===== src/hdl/umfc_pkg.sv =====
package umfc_pkg;
    // ****************************************
    // bus geometry
    // ****************************************
    localparam int          WB_ADDR_W        = 8;
    localparam int          WB_DATA_W        = 32;
    localparam int          REG_W            = 8;
    // ****************************************
    // register byte addresses
    // ****************************************
    localparam logic [7:0]  ADDR_FIFO_CTRL   = 8'h00;
    localparam logic [7:0]  ADDR_LINE_CTRL   = 8'h04;
    localparam logic [7:0]  ADDR_ENH_FEAT    = 8'h08;
    localparam logic [7:0]  ADDR_ADD_CTRL    = 8'h0C;
    localparam logic [7:0]  ADDR_MODE_STAT   = 8'h10;
    localparam logic [7:0]  ADDR_ADD_STAT    = 8'h14;
    localparam logic [7:0]  ADDR_RX_FILL     = 8'h18;
    localparam logic [7:0]  ADDR_TX_FILL     = 8'h1C;
    localparam logic [7:0]  ADDR_IRQ_STAT    = 8'h20;
    localparam logic [7:0]  ADDR_IRQ_MASK    = 8'h24;
    localparam logic [7:0]  ADDR_SOFT_RST    = 8'h28;
    localparam logic [7:0]  ADDR_IDX_BASE    = 8'h40;
    // indexed control set: byte address = base + 4 * index
    localparam logic [3:0]  IDX_PRESCALER    = 4'h1;
    localparam logic [3:0]  IDX_CLK_SELECT   = 4'h2;
    localparam logic [3:0]  IDX_OVERSAMPLE   = 4'h3;
    localparam logic [3:0]  IDX_RX_TRIG      = 4'h4;
    localparam logic [3:0]  IDX_TX_TRIG      = 4'h5;
    localparam logic [3:0]  IDX_FLOW_LOW     = 4'h6;
    localparam logic [3:0]  IDX_FLOW_HIGH    = 4'h7;
    // ****************************************
    // field positions
    // ****************************************
    localparam int          FCR_ENABLE_BIT   = 0;
    localparam int          FCR_FLUSH_RX_BIT = 1;
    localparam int          FCR_FLUSH_TX_BIT = 2;
    localparam int          FCR_LARGE_BIT    = 5;
    localparam int          LCR_DLAB_BIT     = 7;
    localparam int          EFR_ENH_BIT      = 4;
    localparam int          ACR_RX_DIS_BIT   = 0;
    localparam int          ACR_TX_DIS_BIT   = 1;
    localparam int          ACR_DSR_DTR_BIT  = 2;
    localparam int          ACR_RS485_BIT    = 3;
    localparam int          ACR_NINE_BIT     = 4;
    localparam int          ACR_ARB_TRIG_BIT = 5;
    localparam int          CKS_RX_EXT_BIT   = 0;
    localparam int          CKS_TX_EXT_BIT   = 1;
    localparam int          CKS_TX_OUT_BIT   = 2;
    localparam int          IRQ_DEPTH_BIT    = 0;
    localparam int          IRQ_GUARD_BIT    = 1;
    localparam int          IRQ_W            = 2;
    // ****************************************
    // reset values and figures
    // ****************************************
    localparam logic [7:0]  FCR_RESET        = 8'h00;
    localparam logic [7:0]  CPR_RESET        = 8'h20;   // m = 4, n = 0
    localparam logic [7:0]  TCR_RESET        = 8'h00;
    localparam logic [7:0]  REG_ZERO         = 8'h00;
    localparam logic [8:0]  PRESC_STEP       = 9'h008;  // eighths per clock
    localparam logic [7:0]  DEPTH_BYTE       = 8'h01;
    localparam logic [7:0]  DEPTH_COMPAT     = 8'h10;
    localparam logic [7:0]  DEPTH_DEEP       = 8'h80;
    localparam logic [3:0]  OVS_MIN          = 4'h4;
    localparam logic [4:0]  OVS_DEFAULT      = 5'h10;
    // legacy trigger levels selected by a two-bit field
    localparam logic [7:0]  TRIG_LVL0        = 8'h01;
    localparam logic [7:0]  TRIG_LVL1        = 8'h20;
    localparam logic [7:0]  TRIG_LVL2        = 8'h40;
    localparam logic [7:0]  TRIG_LVL3        = 8'h70;

    typedef enum logic [2:0] {
        MODE_BYTE     = 3'b000,
        MODE_COMPAT16 = 3'b001,
        MODE_PIN_DEEP = 3'b010,
        MODE_LEGACY   = 3'b011,
        MODE_ENHANCED = 3'b100
    } umfc_mode_type;
endpackage


===== src/hdl/umfc_top.sv =====
// Decided for this implementation: the Wishbone slave port.
`timescale 1ns/1ns
// What this block does
// reset clears fifo enable, byte mode.
// fifo enable clear forces depth one.
// fifo enable alone gives depth sixteen.
// select pin high gives depth 128.
// large bit gives 128, written only under dlab.
// software sets dlab before writing large bit.
// legacy extras only outside enhanced mode.
// enhanced with fifo enabled gives 128.
// enhanced mode enables its feature set.
// extended features via additional control, enhanced only.
// arbitrary trigger bit selects dedicated threshold registers.
// fill levels and flow status readable.
// extended mode features incl readable fifo control.
// prescaler divides by m plus n/8.
// prescaler resets to divide by four.
// external clocks on ring and dsr, dtr out.
// oversampling resets 16, below four means 16.
// fifo control write keeps large bit without dlab.
module umfc_top
    import umfc_pkg::*;
#(
    parameter int DEPTH_W = 8
) (
    input  wire logic                 CLOCK_I,
    input  wire logic                 RST_N_I,
    input  wire logic                 WB_CYC_I,
    input  wire logic                 WB_STB_I,
    input  wire logic                 WB_WE_I,
    input  wire logic [WB_ADDR_W-1:0] WB_ADR_I,
    input  wire logic [3:0]           WB_SEL_I,
    input  wire logic [WB_DATA_W-1:0] WB_DAT_I,
    output logic      [WB_DATA_W-1:0] WB_DAT_O,
    output logic                      WB_ACK_O,
    output logic                      IRQ_O,
    input  wire logic                 FIFO_SEL_PIN_I,
    input  wire logic [7:0]           RX_FILL_I,
    input  wire logic [7:0]           TX_FILL_I,
    input  wire logic                 LOCAL_TX_FLOW_OFF_I,
    input  wire logic                 REMOTE_TX_FLOW_OFF_I,
    input  wire logic                 RI_CLK_I,
    input  wire logic                 DSR_CLK_I,
    output logic      [DEPTH_W-1:0]   FIFO_DEPTH_O,
    output logic      [2:0]           MODE_O,
    output logic                      AUTO_RTS_CTS_EN_O,
    output logic                      SLEEP_EN_O,
    output logic                      XON_XOFF_EN_O,
    output logic                      SPECIAL_CHAR_EN_O,
    output logic                      IRDA_EN_O,
    output logic                      TX_TRIG_EN_O,
    output logic                      RX_DISABLE_O,
    output logic                      TX_DISABLE_O,
    output logic                      DSR_DTR_FLOW_O,
    output logic                      RS485_EN_O,
    output logic                      NINE_BIT_O,
    output logic                      SOFT_RESET_O,
    output logic                      FLUSH_RX_O,
    output logic                      FLUSH_TX_O,
    output logic      [7:0]           RX_TRIG_O,
    output logic      [7:0]           TX_TRIG_O,
    output logic      [7:0]           FLOW_LOW_O,
    output logic      [7:0]           FLOW_HIGH_O,
    output logic      [4:0]           SAMPLES_O,
    output logic                      BAUD_TICK_O,
    output logic                      RX_CLK_TICK_O,
    output logic                      TX_CLK_TICK_O,
    output logic                      DTR_CLK_O,
    output logic                      DTR_CLK_OE_O
);
    if (DEPTH_W < 8) begin : g_depth_check
        $error("DEPTH_W must hold 128");
    end
    // ****************************************
    // helpers
    // ****************************************
    function automatic logic [7:0] legacy_trig(input logic [1:0] code);
        case (code)
            2'b00:   legacy_trig = TRIG_LVL0;
            2'b01:   legacy_trig = TRIG_LVL1;
            2'b10:   legacy_trig = TRIG_LVL2;
            default: legacy_trig = TRIG_LVL3;
        endcase
    endfunction
    // ****************************************
    // registers
    // ****************************************
    logic [7:0]        fcr_q;
    logic [7:0]        lcr_q;
    logic [7:0]        efr_q;
    logic [7:0]        acr_q;
    logic [7:0]        cpr_q;
    logic [7:0]        cks_q;
    logic [7:0]        tcr_q;
    logic [7:0]        rtl_q;
    logic [7:0]        ttl_q;
    logic [7:0]        fcl_q;
    logic [7:0]        fch_q;
    logic [IRQ_W-1:0]  irq_stat_q;
    logic [IRQ_W-1:0]  irq_mask_q;
    logic              ack_q;
    logic [7:0]        rdat_q;
    logic              soft_rst_q;
    logic              flush_rx_q;
    logic              flush_tx_q;
    logic [8:0]        acc_q;
    logic              tick_q;
    logic              ri_q;
    logic              dsr_q;
    logic [7:0]        depth_q;
    // ****************************************
    // bus decode
    // ****************************************
    wire req        = WB_CYC_I & WB_STB_I;
    wire lane0      = WB_SEL_I[0];
    wire wr         = req & ack_q & WB_WE_I & lane0;
    wire is_idx     = WB_ADR_I[7:6] == ADDR_IDX_BASE[7:6];
    wire [3:0] idx  = WB_ADR_I[5:2];
    wire wr_fcr     = wr & (WB_ADR_I == ADDR_FIFO_CTRL);
    wire wr_lcr     = wr & (WB_ADR_I == ADDR_LINE_CTRL);
    wire wr_efr     = wr & (WB_ADR_I == ADDR_ENH_FEAT);
    wire wr_acr     = wr & (WB_ADR_I == ADDR_ADD_CTRL);
    wire wr_istat   = wr & (WB_ADR_I == ADDR_IRQ_STAT);
    wire wr_imask   = wr & (WB_ADR_I == ADDR_IRQ_MASK);
    wire wr_srst    = wr & (WB_ADR_I == ADDR_SOFT_RST);
    wire wr_idx     = wr & is_idx & (WB_ADR_I[1:0] == 2'b00);
    wire [7:0] wd   = WB_DAT_I[7:0];
    // ****************************************
    // mode selection
    // ****************************************
    wire fifo_en    = fcr_q[FCR_ENABLE_BIT];
    wire enhanced   = efr_q[EFR_ENH_BIT];
    wire dlab       = lcr_q[LCR_DLAB_BIT];
    wire large_bit  = fcr_q[FCR_LARGE_BIT];
    umfc_mode_type mode;
    always_comb begin
        if (!fifo_en) begin
            mode = MODE_BYTE;
        end else if (enhanced) begin
            mode = MODE_ENHANCED;
        end else if (FIFO_SEL_PIN_I) begin
            mode = MODE_PIN_DEEP;
        end else if (large_bit) begin
            mode = MODE_LEGACY;
        end else begin
            mode = MODE_COMPAT16;
        end
    end
    wire [7:0] depth = (mode == MODE_BYTE)     ? DEPTH_BYTE
                     : (mode == MODE_COMPAT16) ? DEPTH_COMPAT : DEPTH_DEEP;
    // large bit written while the guard is up: refused
    wire guard_refused = wr_fcr & ~dlab & (wd[FCR_LARGE_BIT] != large_bit);
    wire depth_changed = depth != depth_q;
    // ****************************************
    // feature gating
    // ****************************************
    wire legacy_ext = fifo_en & ~enhanced;
    wire [7:0] acr_eff = enhanced ? acr_q : REG_ZERO;
    wire arb_trig   = acr_eff[ACR_ARB_TRIG_BIT];
    assign FIFO_DEPTH_O      = DEPTH_W'(depth);
    assign MODE_O            = mode;
    assign AUTO_RTS_CTS_EN_O = legacy_ext;
    assign SLEEP_EN_O        = legacy_ext | enhanced;       // see R7
    assign XON_XOFF_EN_O     = enhanced;
    assign SPECIAL_CHAR_EN_O = enhanced;
    assign IRDA_EN_O         = enhanced;
    assign TX_TRIG_EN_O      = enhanced;
    assign RX_DISABLE_O      = acr_eff[ACR_RX_DIS_BIT];
    assign TX_DISABLE_O      = acr_eff[ACR_TX_DIS_BIT];
    assign DSR_DTR_FLOW_O    = acr_eff[ACR_DSR_DTR_BIT];
    assign RS485_EN_O        = acr_eff[ACR_RS485_BIT];
    assign NINE_BIT_O        = acr_eff[ACR_NINE_BIT];
    assign SOFT_RESET_O      = soft_rst_q;
    assign FLUSH_RX_O        = flush_rx_q;
    assign FLUSH_TX_O        = flush_tx_q;
    assign RX_TRIG_O   = arb_trig ? rtl_q : legacy_trig(fcr_q[7:6]);
    assign TX_TRIG_O   = arb_trig ? ttl_q : legacy_trig(fcr_q[5:4]);
    assign FLOW_LOW_O  = arb_trig ? fcl_q : legacy_trig(fcr_q[7:6]);
    assign FLOW_HIGH_O = arb_trig ? fch_q : legacy_trig(fcr_q[7:6]);
    assign SAMPLES_O   = (tcr_q[3:0] < OVS_MIN) ? OVS_DEFAULT : {1'b0, tcr_q[3:0]};
    // ****************************************
    // fractional prescaler, counted in eighths
    // ****************************************
    wire [8:0] div_8  = (cpr_q[7:3] == 5'h00) ? PRESC_STEP : {1'b0, cpr_q};
    wire [8:0] acc_up = acc_q + PRESC_STEP;
    wire       hit    = acc_up >= div_8;
    wire [8:0] acc_d  = hit ? 9'(acc_up - div_8) : acc_up;
    wire       use_pre = enhanced;
    assign BAUD_TICK_O = use_pre ? tick_q : 1'b1;
    // ****************************************
    // external clocks
    // ****************************************
    wire ri_rise  = RI_CLK_I & ~ri_q;
    wire dsr_rise = DSR_CLK_I & ~dsr_q;
    assign TX_CLK_TICK_O = cks_q[CKS_TX_EXT_BIT] ? ri_rise : BAUD_TICK_O;
    assign RX_CLK_TICK_O = cks_q[CKS_RX_EXT_BIT] ? dsr_rise : BAUD_TICK_O;
    assign DTR_CLK_O     = cks_q[CKS_TX_OUT_BIT] & tick_q;
    assign DTR_CLK_OE_O  = cks_q[CKS_TX_OUT_BIT];
    // ****************************************
    // read mux
    // ****************************************
    logic [7:0] rmux;
    always_comb begin
        rmux = REG_ZERO;
        if (is_idx) begin
            case (idx)
                IDX_PRESCALER:  rmux = cpr_q;
                IDX_CLK_SELECT: rmux = cks_q;
                IDX_OVERSAMPLE: rmux = tcr_q;
                IDX_RX_TRIG:    rmux = rtl_q;
                IDX_TX_TRIG:    rmux = ttl_q;
                IDX_FLOW_LOW:   rmux = fcl_q;
                IDX_FLOW_HIGH:  rmux = fch_q;
                default:        rmux = REG_ZERO;
            endcase
        end else begin
            case (WB_ADR_I)
                ADDR_FIFO_CTRL: rmux = enhanced ? fcr_q : REG_ZERO;
                ADDR_LINE_CTRL: rmux = lcr_q;
                ADDR_ENH_FEAT:  rmux = efr_q;
                ADDR_ADD_CTRL:  rmux = acr_q;
                ADDR_MODE_STAT: rmux = {5'h00, mode};
                ADDR_ADD_STAT:  rmux = {6'h00, REMOTE_TX_FLOW_OFF_I,
                                        LOCAL_TX_FLOW_OFF_I};
                ADDR_RX_FILL:   rmux = RX_FILL_I;
                ADDR_TX_FILL:   rmux = TX_FILL_I;
                ADDR_IRQ_STAT:  rmux = {6'h00, irq_stat_q};
                ADDR_IRQ_MASK:  rmux = {6'h00, irq_mask_q};
                default:        rmux = REG_ZERO;
            endcase
        end
    end
    assign WB_ACK_O = ack_q;
    assign WB_DAT_O = {24'h00_0000, rdat_q};
    assign IRQ_O    = |(irq_stat_q & irq_mask_q);
    // ****************************************
    // bus handshake
    // ****************************************
    always_ff @(posedge CLOCK_I) begin
        if (!RST_N_I) begin
            ack_q  <= 1'b0;
            rdat_q <= REG_ZERO;
        end else begin
            ack_q <= req & ~ack_q;
            if (req & ~ack_q) begin
                rdat_q <= rmux;
            end
        end
    end
    // ****************************************
    // control registers
    // ****************************************
    always_ff @(posedge CLOCK_I) begin
        if (!RST_N_I) begin
            fcr_q <= FCR_RESET;
        end else if (wr_fcr) begin
            fcr_q <= {wd[7:6], dlab ? wd[FCR_LARGE_BIT] : large_bit,
                      wd[4:0]};                             // see R5
        end
    end
    always_ff @(posedge CLOCK_I) begin
        if (!RST_N_I) begin
            lcr_q <= REG_ZERO;
            efr_q <= REG_ZERO;
            acr_q <= REG_ZERO;
        end else begin
            if (wr_lcr) lcr_q <= wd;
            if (wr_efr) efr_q <= wd;
            if (wr_acr) acr_q <= wd;
        end
    end
    always_ff @(posedge CLOCK_I) begin
        if (!RST_N_I) begin
            cpr_q <= CPR_RESET;
            cks_q <= REG_ZERO;
            tcr_q <= TCR_RESET;
            rtl_q <= REG_ZERO;
            ttl_q <= REG_ZERO;
            fcl_q <= REG_ZERO;
            fch_q <= REG_ZERO;
        end else if (wr_idx) begin
            case (idx)
                IDX_PRESCALER:  cpr_q <= wd;
                IDX_CLK_SELECT: cks_q <= wd;
                IDX_OVERSAMPLE: tcr_q <= wd;
                IDX_RX_TRIG:    rtl_q <= wd;
                IDX_TX_TRIG:    ttl_q <= wd;
                IDX_FLOW_LOW:   fcl_q <= wd;
                IDX_FLOW_HIGH:  fch_q <= wd;
                default:        cpr_q <= cpr_q;
            endcase
        end
    end
    // ****************************************
    // pulses, prescaler, edges, interrupts
    // ****************************************
    always_ff @(posedge CLOCK_I) begin
        if (!RST_N_I) begin
            soft_rst_q <= 1'b0;
            flush_rx_q <= 1'b0;
            flush_tx_q <= 1'b0;
            acc_q      <= 9'h000;
            tick_q     <= 1'b0;
            ri_q       <= 1'b0;
            dsr_q      <= 1'b0;
            depth_q    <= DEPTH_BYTE;
        end else begin
            soft_rst_q <= wr_srst & enhanced & wd[0];
            flush_rx_q <= wr_fcr & wd[FCR_FLUSH_RX_BIT];
            flush_tx_q <= wr_fcr & wd[FCR_FLUSH_TX_BIT];
            acc_q      <= acc_d;
            tick_q     <= hit;
            ri_q       <= RI_CLK_I;
            dsr_q      <= DSR_CLK_I;
            depth_q    <= depth;
        end
    end
    always_ff @(posedge CLOCK_I) begin
        if (!RST_N_I) begin
            irq_stat_q <= '0;
            irq_mask_q <= '0;
        end else begin
            irq_stat_q <= (irq_stat_q & ~(wr_istat ? wd[IRQ_W-1:0] : '0))
                        | {guard_refused, depth_changed};
            if (wr_imask) irq_mask_q <= wd[IRQ_W-1:0];
        end
    end
endmodule


===== config.mk =====
export PLATFORM = sky130hd
export DESIGN_NAME = umfc_top
export DESIGN_NICKNAME = d
export VERILOG_FILES = /design/src/hdl/umfc_pkg.sv /design/src/hdl/umfc_top.sv
export SDC_FILE = /design/constraint.sdc
export NUM_CORES = 1
export LEC_CHECK = 0
export BUFFER_PORTS_ARGS = -buffer_cell sky130_fd_sc_hd__buf_4
export CORE_UTILIZATION = 54
export CTS_CLUSTER_DIAMETER = 200
export CTS_CLUSTER_SIZE = 16
export DETAILED_ROUTE_END_ITERATION = 6
export GPL_TIMING_DRIVEN = 0
export PLACE_DENSITY = 0.88
export SLEW_MARGIN = 20
export SYNTH_ARGS = -nofsm -noshare
export SYNTH_HDL_FRONTEND = slang
export SYNTH_SLANG_ARGS = --single-unit

===== constraint.sdc =====
create_clock -name CLOCK_I -period 5.3 [get_ports CLOCK_I]
set_clock_uncertainty 0.15 [all_clocks]
set_input_delay 1.06 -clock CLOCK_I [delete_from_list [all_inputs] [get_ports CLOCK_I]]
set_output_delay 1.06 -clock CLOCK_I [all_outputs]
set_load 0.02 [all_outputs]

Yosys cells after proc, flatten, opt, wreduce, memory -nomap -nowiden
Cells that the tools add are included.
- add/subtract/negate cells: 2
- order comparisons: 2
- equal/unequal tests: 25
- multiplexer cells: 24
- bitwise operators: 34
- reduce and logical (&&, ||, !) cells: 15
- operators by type and width (operator ; count):
    case mux 8 bit (10 select lines) ; 1
    two-way mux 8 bit ; 9
    case mux 8 bit (7 select lines) ; 1
    case mux 7 bit (3 select lines) ; 2
    == test 8 x 5 -> 1 bit (second input constant) ; 4
    bitwise AND 1 bit ; 24
    == test 8 x 6 -> 1 bit (second input constant) ; 3
    == test 4 x 3 -> 1 bit (second input constant) ; 4
    == test 8 x 4 -> 1 bit (second input constant) ; 2
    AND reduction 2 bit ; 8
    adder 9 x 4 -> 9 bit (second input constant) ; 1
    >= comparator 9 x 8 -> 1 bit ; 1
    two-way mux 9 bit ; 1
    subtractor 9 x 8 -> 9 bit ; 1
    == test 4 x 2 -> 1 bit (second input constant) ; 2
    == test 8 x 3 -> 1 bit (second input constant) ; 1
    zero test 8 bit ; 1
    != test 8 bit ; 1
    == test 2 x 1 -> 1 bit (second input constant) ; 3
    zero test 2 bit ; 3
    two-way mux 2 bit ; 3
    two-way mux 3 bit ; 2
    two-way mux 6 bit ; 1
    zero test 5 bit ; 1
    14 further kinds ; 22
- register bits: 124
- input bits: 70
- output and inout port bits: 101
- word-level logic and storage cells: 126

Longest topological paths before layout
Gate-level depths: netlist (run 1).
- depth in word-level cells: 9
- gate-level depth with buffers: 11
- depth with buffers taken out: 11

Worst setup path before layout (run 1)
Ideal clock, no wire load.
- path type: flip-flop to output port
- start: reg efr_q[4]
- end: out FLOW_HIGH_O[4]
- data arrival time: 1.711 ns
- required time: 4.090 ns
- setup slack: 2.379 ns
- stages on the path, launching flop included: 7
- buffers on the path: 3
- cell sequence: dfxtp_1 -> clkbuf_1 -> and2_1 -> clkbuf_1 -> clkbuf_1 -> nand2_1 -> nand2_1
- cells in the longest elaborated chain, start to end: 2
- RTL lines (what ; line ; RTL):
    start, declared ; umfc_top.sv:91 ; logic [7:0] efr_q;
    start signal, assigned ; umfc_top.sv:269 ; if (wr_efr) efr_q <= wd;
    two-way mux 6 bit ; umfc_top.sv:159 ; wire [7:0] acr_eff = enhanced ? acr_q : REG_ZERO;
    two-way mux 8 bit ; umfc_top.sv:180 ; assign FLOW_HIGH_O = arb_trig ? fch_q : legacy_trig(fcr_q[7:6]);
    end, declared ; umfc_top.sv:64 ; output logic [7:0] FLOW_HIGH_O,
Every way passes these cells.

Worst setup path after layout (run 1)
- start: reg efr_q[4]
- end: out FLOW_HIGH_O[6]
Same word-level chain as after synthesis.

==> results of run 1 <==
==> critical path, delay by kind of cell, from the launching register on <==
family / cells / cell delay (ns)
buf+inv: 4 / 1.47
simple gates: 3 / 0.42
flops: 1 / 0.48
==> layout by cell type, fill, tap and decap left out, types with 4 or more instances in the layout <==
cell / instances
nand2_1: 164
clkbuf_1: 30
a211o_1: 5
a22o_1: 4
nor2b_1: 15
buf_4: 146
a32oi_1: 5
buf_2: 32
a21o_1: 5
conb_1: 29
mux2_2: 4
inv_1: 12
ha_1: 9
xnor2_1: 6
nor4b_1: 4
a21boi_0: 86
clkbuf_16: 17
and3_1: 24
a222oi_1: 8
nor3_1: 9
a21oi_1: 12
nor3b_1: 4
and2_1: 17
a22oi_1: 16
a31oi_1: 16
nand3_1: 95
nor2_1: 13
mux2i_1: 9
o21ai_0: 17
clkinvlp_4: 4
dfxtp_1: 119
==> power by group through the flow <==
stage,registers (mW),logic [mW],clock network [mW]
2_1_floorplan,0.959,0.374,0
3_3_place_gp,0.961,0.485,0
3_5_place_dp,0.962,0.494,0
4_1_cts,0.943,0.498,1.18
5_1_grt,0.945,0.548,1.22
6_report,0.943,0.507,1.19
==> synthesized netlist by cell type (3+ instances only) <==
cell type	count
and3_1	24
nand3b_1	3
clkbuf_1	30
a21o_1	5
and2_1	17
nand4_1	3
nor2b_1	15
a21boi_0	86
nand3_1	95
nand2b_1	3
mux2i_1	9
or2_2	3
o21ai_0	17
nand2_1	164
dfxtp_1	119
nor2_1	13
nor3b_1	4
a21boi_1	3
a22oi_1	16
a31oi_1	16
a221oi_1	3
buf_4	33
buf_2	32
a222oi_1	8
a211o_1	5
ha_1	9
a32oi_1	5
mux2_2	4
xnor2_1	6
nor4b_1	4
nor3_1	9
xor2_1	3
a21oi_1	12
a22o_1	4
inv_1	12
==> sequential cells by signal (all words and copies together), names as in the netlist <==
| signal | cells |
|---|---|
| tcr_q | 8 |
| tick_q | 1 |
| fcr_q | 8 |
| ttl_q | 8 |
| fcl_q | 8 |
| FLUSH_RX_O | 1 |
| rdat_q | 8 |
| lcr_q | 8 |
| SOFT_RESET_O | 1 |
| WB_ACK_O | 1 |
| ri_q | 1 |
| efr_q | 8 |
| irq_mask_q | 2 |
| dsr_q | 1 |
| FLUSH_TX_O | 1 |
| cks_q | 8 |
| fch_q | 8 |
| acr_q | 8 |
| acc_q | 9 |
| depth_q | 3 |
| irq_stat_q | 2 |
| rtl_q | 8 |
| cpr_q | 8 |
==> final timing paths <==
| kind | startpoint | endpoint | slack [ns] | cells past startpoint |
|---|---|---|---|---|
| setup / recovery | efr_q[4] | FLOW_HIGH_O[6] | 1.29 | 7 |
| hold / removal | fcr_q[0] | depth_q[0] | 0.32 | 1 |
| setup reg to reg | cpr_q[7] | acc_q[1] | 2.44 | 9 |
| hold reg to reg | fcr_q[0] | depth_q[0] | 0.32 | 1 |
==> per-layer routing <==
layer / GRT usage, % / vias to the layer above / wire, um
li1: - / 3273 / -
met1: 44.3 / 3226 / 8710
met2: 54.6 / 535 / 9910
met3: 10.7 / 112 / 3070
met4: 19.9 / 4 / 1150
met5: 0 / - / 33
==> metrics by stage <==
stage | setup slack (ns) | util (%)
6_report | 1.29 | 70.4
3_3_place_gp | 1.84 | 65.4
4_1_cts | 1.38 | 70.4
3_5_place_dp | 1.81 | 65.4
5_1_grt | 1.20 | 70.4
2_1_floorplan | 2.38 | -
==> final cells by class <==
type,instances,share of cell area (%)
buffer,98,6.45
tap,168,2.47
timing repair buffer,113,9.99
multi-input combinational,641,45.3
inverter,13,0.574
clock inverter,12,1.80
clock buffer,19,5.33
sequential,119,28.0
==> cell families (layout without fill, tap and decap cells) <==
| family | Yosys count | in the layout | share of synthesized area (%) |
|---|---|---|---|
| AND/OR/NAND/NOR | 377 | 377 | 28.0 |
| buffers and inverters | 111 | 255 | 8.87 |
| other | 1 | 29 | 0.0558 |
| XOR/XNOR | 9 | 9 | 1.17 |
| AO/OA/AOI/OAI | 202 | 202 | 22.1 |
| adder cells (fa/ha/maj) | 10 | 10 | 1.97 |
| multiplexers | 14 | 14 | 2.34 |
| flip-flops | 119 | 119 | 35.4 |
==> results.ini, run 1 <==
[placement]
post_dp_cell_area_um2=7890
dp_cells=1152
port_buffers=113
hpwl_mm=16.3
place_congestion=0.974

[clock_network]
clk_path_buf_depth=2
cts_buffers=17
worstSkewPairLatency_ns=0.43
post_cts_buffers=0
cts_tree=yes
htreeDepth=4
cts_resized=0
clk_pin_slew_worst_paths_ns=0.06
cts_hold_buf=0
clock-sinks=119
ctsRootBufferMaster=clkbuf_16

[global_route]
grt_pass1_vias=6548
grt-ovfl-total=0
grt_pass1_wl_mm=34.9
grt_max_degree=17
grt_antenna_before_repair=2
grtUsageTotal_pct=35.5

[critical_path]
crit_type=reg2out
path_cells=clkbuf_1 > and2_1 > clkbuf_1 > clkbuf_1 > nand2_1 > nand2_1 > buf_4
worst_ep_arrival_time_ns=2.80
cp.required_ns=4.09
max_stage_delay_ns=0.68
cpMostUsedCell=clkbuf_1
cp_max_fo=10
cp-start-kind=register
critPathSlowestCell=clkbuf_1
endpoint_kind=output pin

[final_layout]
nNetsFinal=1083
diodes=0
fill_cells=937
area_growth_pct=26.3
regArea_um2=2380
final_cells=1183
fin_area_um2=8490
layout-drive-gt1-share_pct=22.9
multi_input_area_um2=3850

[power]
p_per_area_nw_per_um2=310
p_seq_share_pct=35.8
intPower_mw=1.90
finalPower_mw=2.64
p_leak_nw=3.45
p_clk_share_pct=45.0
p_sw_mw=0.740
pwr-share-comb_pct=19.2
swShare_pct=28.1
peakVddDrop_uv=216

[logic_synthesis]
synthTopCellsByArea=dfxtp_1 (35%), a21boi_0 (9.6%), nand2_1 (9.2%)
synth_edf_count=0
syn-cell-area_um2=6730
synthArstFlopShare_pct=0
synth_top_area_share_pct=35.4
synth_warnings=0
ys_ff_latch=119
ys_seq_area_share_pct=35.4
syn_inst=843
syn_area_per_cell_um2=7.98
yosysTopAreaCell=dfxtp_1
ys.flop_type=dfxtp_1
ys_types=74

[route]
drtPass1Iterations=7
drc=1
vias=7150
drt_iter0_markers=1030
routedWlPerCell_um=19.3
wirelength_mm=22.9
viasPerCell=6.04
ant_nets=0

[sta]
holdWs_ns=0.318
fin_tns_setup_ns=0
hold_violations=0
min_period_ns=4.01
worstMarginPinSlew_ns=0.956
rsz0062_at_grt=false
drv_slew=0
setup_viol=0
clock.fmax_mhz=249
max_slew_margin_pct=36.1
fin_crit_sh_pct=75.7

[floorplanning]
start_util_pct=55.8
die-area_um2=12900
core_um2=12100
rows=40
ios=171
dieWidth_um=114
die_h_um=114

[min_path]
min_path_type=reg2reg

[job]
drv_cap=0

[outcome]
status=finished, violations left
violations=DRC

(Power assumes the default switching activity.)
==> run 2, diff against run 1 <==
CORE_UTILIZATION = 49   (was 54)
PLACE_DENSITY = 0.85   (was 0.88)
clock period = 3.65 ns   (was 5.3 ns; I/O delays follow)
==> run 2 against run 1 <==
The flow still finishes with violations (DRC). Register-to-register slack lost 1.6 ns. Hold slack lost 0.0016 ns. Worst setup slack got worse by 1.0 ns. Via count about the same. Clock power is 39% higher. Non-clock buffer count is the same. Core utilization shrank 6.6 points. Global-route usage is 2.8 points lower. Sequential power rose by 45%.
==> results.ini, run 2 (synthesis results as in run 1) <==
[final_layout]
layout-drive-gt1-share_pct=22.7
fill_cells=1137
largest_reg_flops=9
layout_commonest_cell=nand2_1
final_cells=1192
nNetsFinal=1083
final_cell_mix=nand2_1 (164), buf_4 (146), dfxtp_1 (119)
multi_input_area_um2=3850
area_growth_pct=26.2
diodes=0
utilization_pct=63.8
regArea_um2=2380
top_register=acc_q

[placement]
hpwl_mm=16.7
dp_cells=1160
place_congestion=0.981
port_buffers=113

[clock_network]
clk_pin_slew_worst_paths_ns=0.06
cts_tree=yes
htreeDepth=4
cts_hold_buf=0
post_cts_buffers=0
clk_path_buf_depth=2
clock-sinks=119
worstSkewPairLatency_ns=0.43
cts_buffers=17
ctsRootBufferMaster=clkbuf_16
cts_resized=0

[global_route]
grt_max_degree=17
grt_pass1_vias=6473
grt_antenna_before_repair=0
grt-ovfl-total=0
grt_pass1_wl_mm=35.3
grtUsageTotal_pct=32.6

[outcome]
violations=DRC
status=finished, violations left

[floorplanning]
die_h_um=119
die-area_um2=14200
rows=42
ios=171
core_um2=13300
start_util_pct=50.6
dieWidth_um=119

[sta]
clock.fmax_mhz=296
drv_slew=0
worstMarginPinSlew_ns=1.00
rsz0062_at_grt=false
max_slew_margin_pct=32.9
fin_crit_sh_pct=92.7
hold_violations=0
min_period_ns=3.38
holdWs_ns=0.316
fin_tns_setup_ns=0
setup_viol=0

[critical_path]
path_cells=clkbuf_2 > and2_1 > clkbuf_1 > clkbuf_1 > nand2_1 > nand2_1 > buf_4
cp-start-kind=register
max_stage_delay_ns=0.49
critPathSlowestCell=dfxtp_1
endpoint_kind=output pin
worst_ep_arrival_time_ns=2.50
crit_type=reg2out
cp.required_ns=2.77
cp_max_fo=10

[route]
vias=7154
drtPass1Iterations=7
ant_nets=0
drc=7
drt_iter0_markers=1000
viasPerCell=6.00
wirelength_mm=23.1
routedWlPerCell_um=19.3

[power]
p_per_area_nw_per_um2=445
finalPower_mw=3.77
p_leak_nw=3.45
peakVddDrop_uv=343

[min_path]
min_path_type=reg2reg

[job]
drv_cap=0

run 2: critical path, delay by kind of cell (launching register included):
family	cells	cell delay [ns]
buf+inv	4	1.21
flops	1	0.49
simple gates	3	0.37
run 2: layout make-up:
| cell class | count | area share (%) |
|---|---|---|
| clock inverters | 8 | 1.12 |
| multi-input cells | 641 | 45.4 |
| well taps | 176 | 2.59 |
| flip-flops and latches | 119 | 28.1 |
| plain buffers | 98 | 6.47 |
| inverters | 13 | 0.575 |
| repair buffers | 113 | 10.0 |
| clock buffers | 24 | 5.79 |
run 2: per-layer routing:
layer | GRT usage [%] | part of all wire (%) | vias up
li1 | - | - | 3269
met1 | 41.8 | 39 | 3251
met2 | 50.2 | 44 | 527
met3 | 8.81 | 13 | 107
met4 | 16.5 | 4.9 | 0
met5 | 0 | 0 | -
run 2: report_power, final:
group / switching [mW] / internal (mW) / total, mW
Clock: 0.589 / 1.07 / 1.66
Sequential: 0.0287 / 1.34 / 1.37
Combinational: 0.432 / 0.312 / 0.744
Total: 1.05 / 2.72 / 3.77
run 2: worst paths after layout:
path / startpoint / to / slack [ns] / cells past startpoint
setup / recovery: efr_q[4] / FLOW_LOW_O[5] / 0.27 / 7
hold / removal: acr_q[6] / acr_q[6] / 0.32 / 2
setup reg to reg: cpr_q[7] / acc_q[3] / 0.83 / 9
hold reg to reg: acr_q[6] / acr_q[6] / 0.32 / 2
run 2: per-stage QoR:
step                      setup slack, ns  area [um^2]
after global placement              0.526         7900
after detailed placement            0.473         7900
final                               0.267         8490
after CTS                          0.0140         8490
after floorplan                      1.06         6830
after global routing                0.133         8490
==> run 3, diff against run 2 <==
GPL_TIMING_DRIVEN = not set   (was 0)
==> run 3 against run 2 <==
The run now ends clean. Fmax up 12%. Combinational power decreased by 6.0%. Wire length shrank 9.4%. Power increased by 0.44%.
==> results.ini, run 3 (synthesis results as in run 1) <==
[global_route]
grt_antenna_before_repair=0
grt_pass1_wl_mm=32.5
grt_max_degree=67
grt-ovfl-total=0
grtUsageTotal_pct=29.3
grt_pass1_vias=6272

[sta]
drv_slew=0
fin_crit_sh_pct=82.6
worstMarginPinSlew_ns=0.795
setup_viol=0
clock.fmax_mhz=332
min_period_ns=3.01
max_slew_margin_pct=46.5
fin_tns_setup_ns=0
hold_violations=0
rsz0062_at_grt=false

[clock_network]
htreeDepth=4
cts_hold_buf=0
post_cts_buffers=0
clk_pin_slew_worst_paths_ns=0.05
cts_buffers=17
worstSkewPairLatency_ns=0.42
clk_path_buf_depth=2
cts_tree=yes
ctsRootBufferMaster=clkbuf_16
clock-sinks=119
cts_resized=0

[critical_path]
path_cells=and2_1 > nor3_1 > a21o_1 > buf_4
max_stage_delay_ns=0.67
endpoint_kind=output pin
crit_type=reg2out
critPathSlowestCell=dfxtp_1
cp.required_ns=2.77
cp-start-kind=register
crit_family=simple AND/OR/NAND/NOR gates
rrSetupSlack_ns=0.84
worst_ep_arrival_time_ns=2.13
cp_max_fo=20
crit_buf_inv=1

[floorplanning]
die-area_um2=14200
core_um2=13300
ios=171
rows=42
die_h_um=119
dieWidth_um=119
start_util_pct=50.6

[placement]
port_buffers=114
place_congestion=0.858
hpwl_mm=14.0
post_dp_cell_area_um2=7520

[final_layout]
nNetsFinal=1002
final_cell_mix=nand2_1 (164), buf_4 (129), dfxtp_1 (119)
top_register=acc_q
layout-drive-gt1-share_pct=19.7
fin_area_um2=8130
diodes=0
fill_cells=1135
utilization_pct=61.1
area_growth_pct=20.9
largest_reg_flops=9
layout_commonest_cell=nand2_1

[route]
ant_nets=0
drc=0
drtPass1Iterations=7
viasPerCell=6.09
vias=6762
wirelength_mm=20.9
routedWlPerCell_um=18.8
drt_iter0_markers=964

[power]
peakVddDrop_uv=280
p_leak_nw=3.19
p_per_area_nw_per_um2=466
finalPower_mw=3.79

[job]
drv_cap=0

[min_path]
min_path_type=reg2reg

[outcome]
status=complete, no violations

## run 3: routing by layer
layer | up-vias | track usage (%) | wire [um]
li1 | 3094 | - | -
met1 | 3099 | 37.9 | 8220
met2 | 480 | 44.7 | 9420
met3 | 89 | 7.61 | 2440
met4 | 0 | 15.3 | 799
met5 | - | 0 | 0
## run 3: path summary, 6_finish.rpt
kind / start / end / cells after the start
worst max-delay path: acr_q[5] / FLOW_HIGH_O[0] / 4
worst min-delay path: cks_q[6] / cks_q[6] / 2
worst max register to register: acc_q[3] / acc_q[5] / 8
worst min register to register: cks_q[6] / cks_q[6] / 2
## run 3: metrics by stage
stage                     setup WS (ns)  std cells  hold WS, ns
after global routing              0.466       1110        0.337
after detailed placement          0.685       1079        0.308
final                             0.636       1110        0.313
after floorplan                    1.06        871        0.272
after CTS                         0.610       1110        0.317
after global placement            0.696       1079        0.300
## run 3: cell type report
type | instances | area [um^2] | share of cell area (%)
Multi-Input combinational cell | 641 | 3880 | 47.8
Sequential cell | 119 | 2380 | 29.3
Timing Repair Buffer | 130 | 988 | 12.2
Clock buffer | 22 | 484 | 5.96
Tap cell | 176 | 220 | 2.71
Clock inverter | 9 | 123 | 1.51
Inverter | 13 | 48.8 | 0.600
## run 3: worst reg2reg max path, stage by stage, from the launching register on
cell and delay [ns]:
dfxtp_1 0.40, ha_1 0.21, xor2_1 0.24, ha_1 0.34, and3_1 0.22, a31oi_1 0.22
nand3_1 0.26, nor2_2 0.47, mux2i_1 0.24
## run 3: power breakdown
part / internal, mW / total, mW / leakage, nW / switching, mW
registers: 1.34 / 1.37 / 0.961 / 0.0292
clock network: 1.13 / 1.72 / 0.302 / 0.585
logic: 0.285 / 0.699 / 1.92 / 0.413
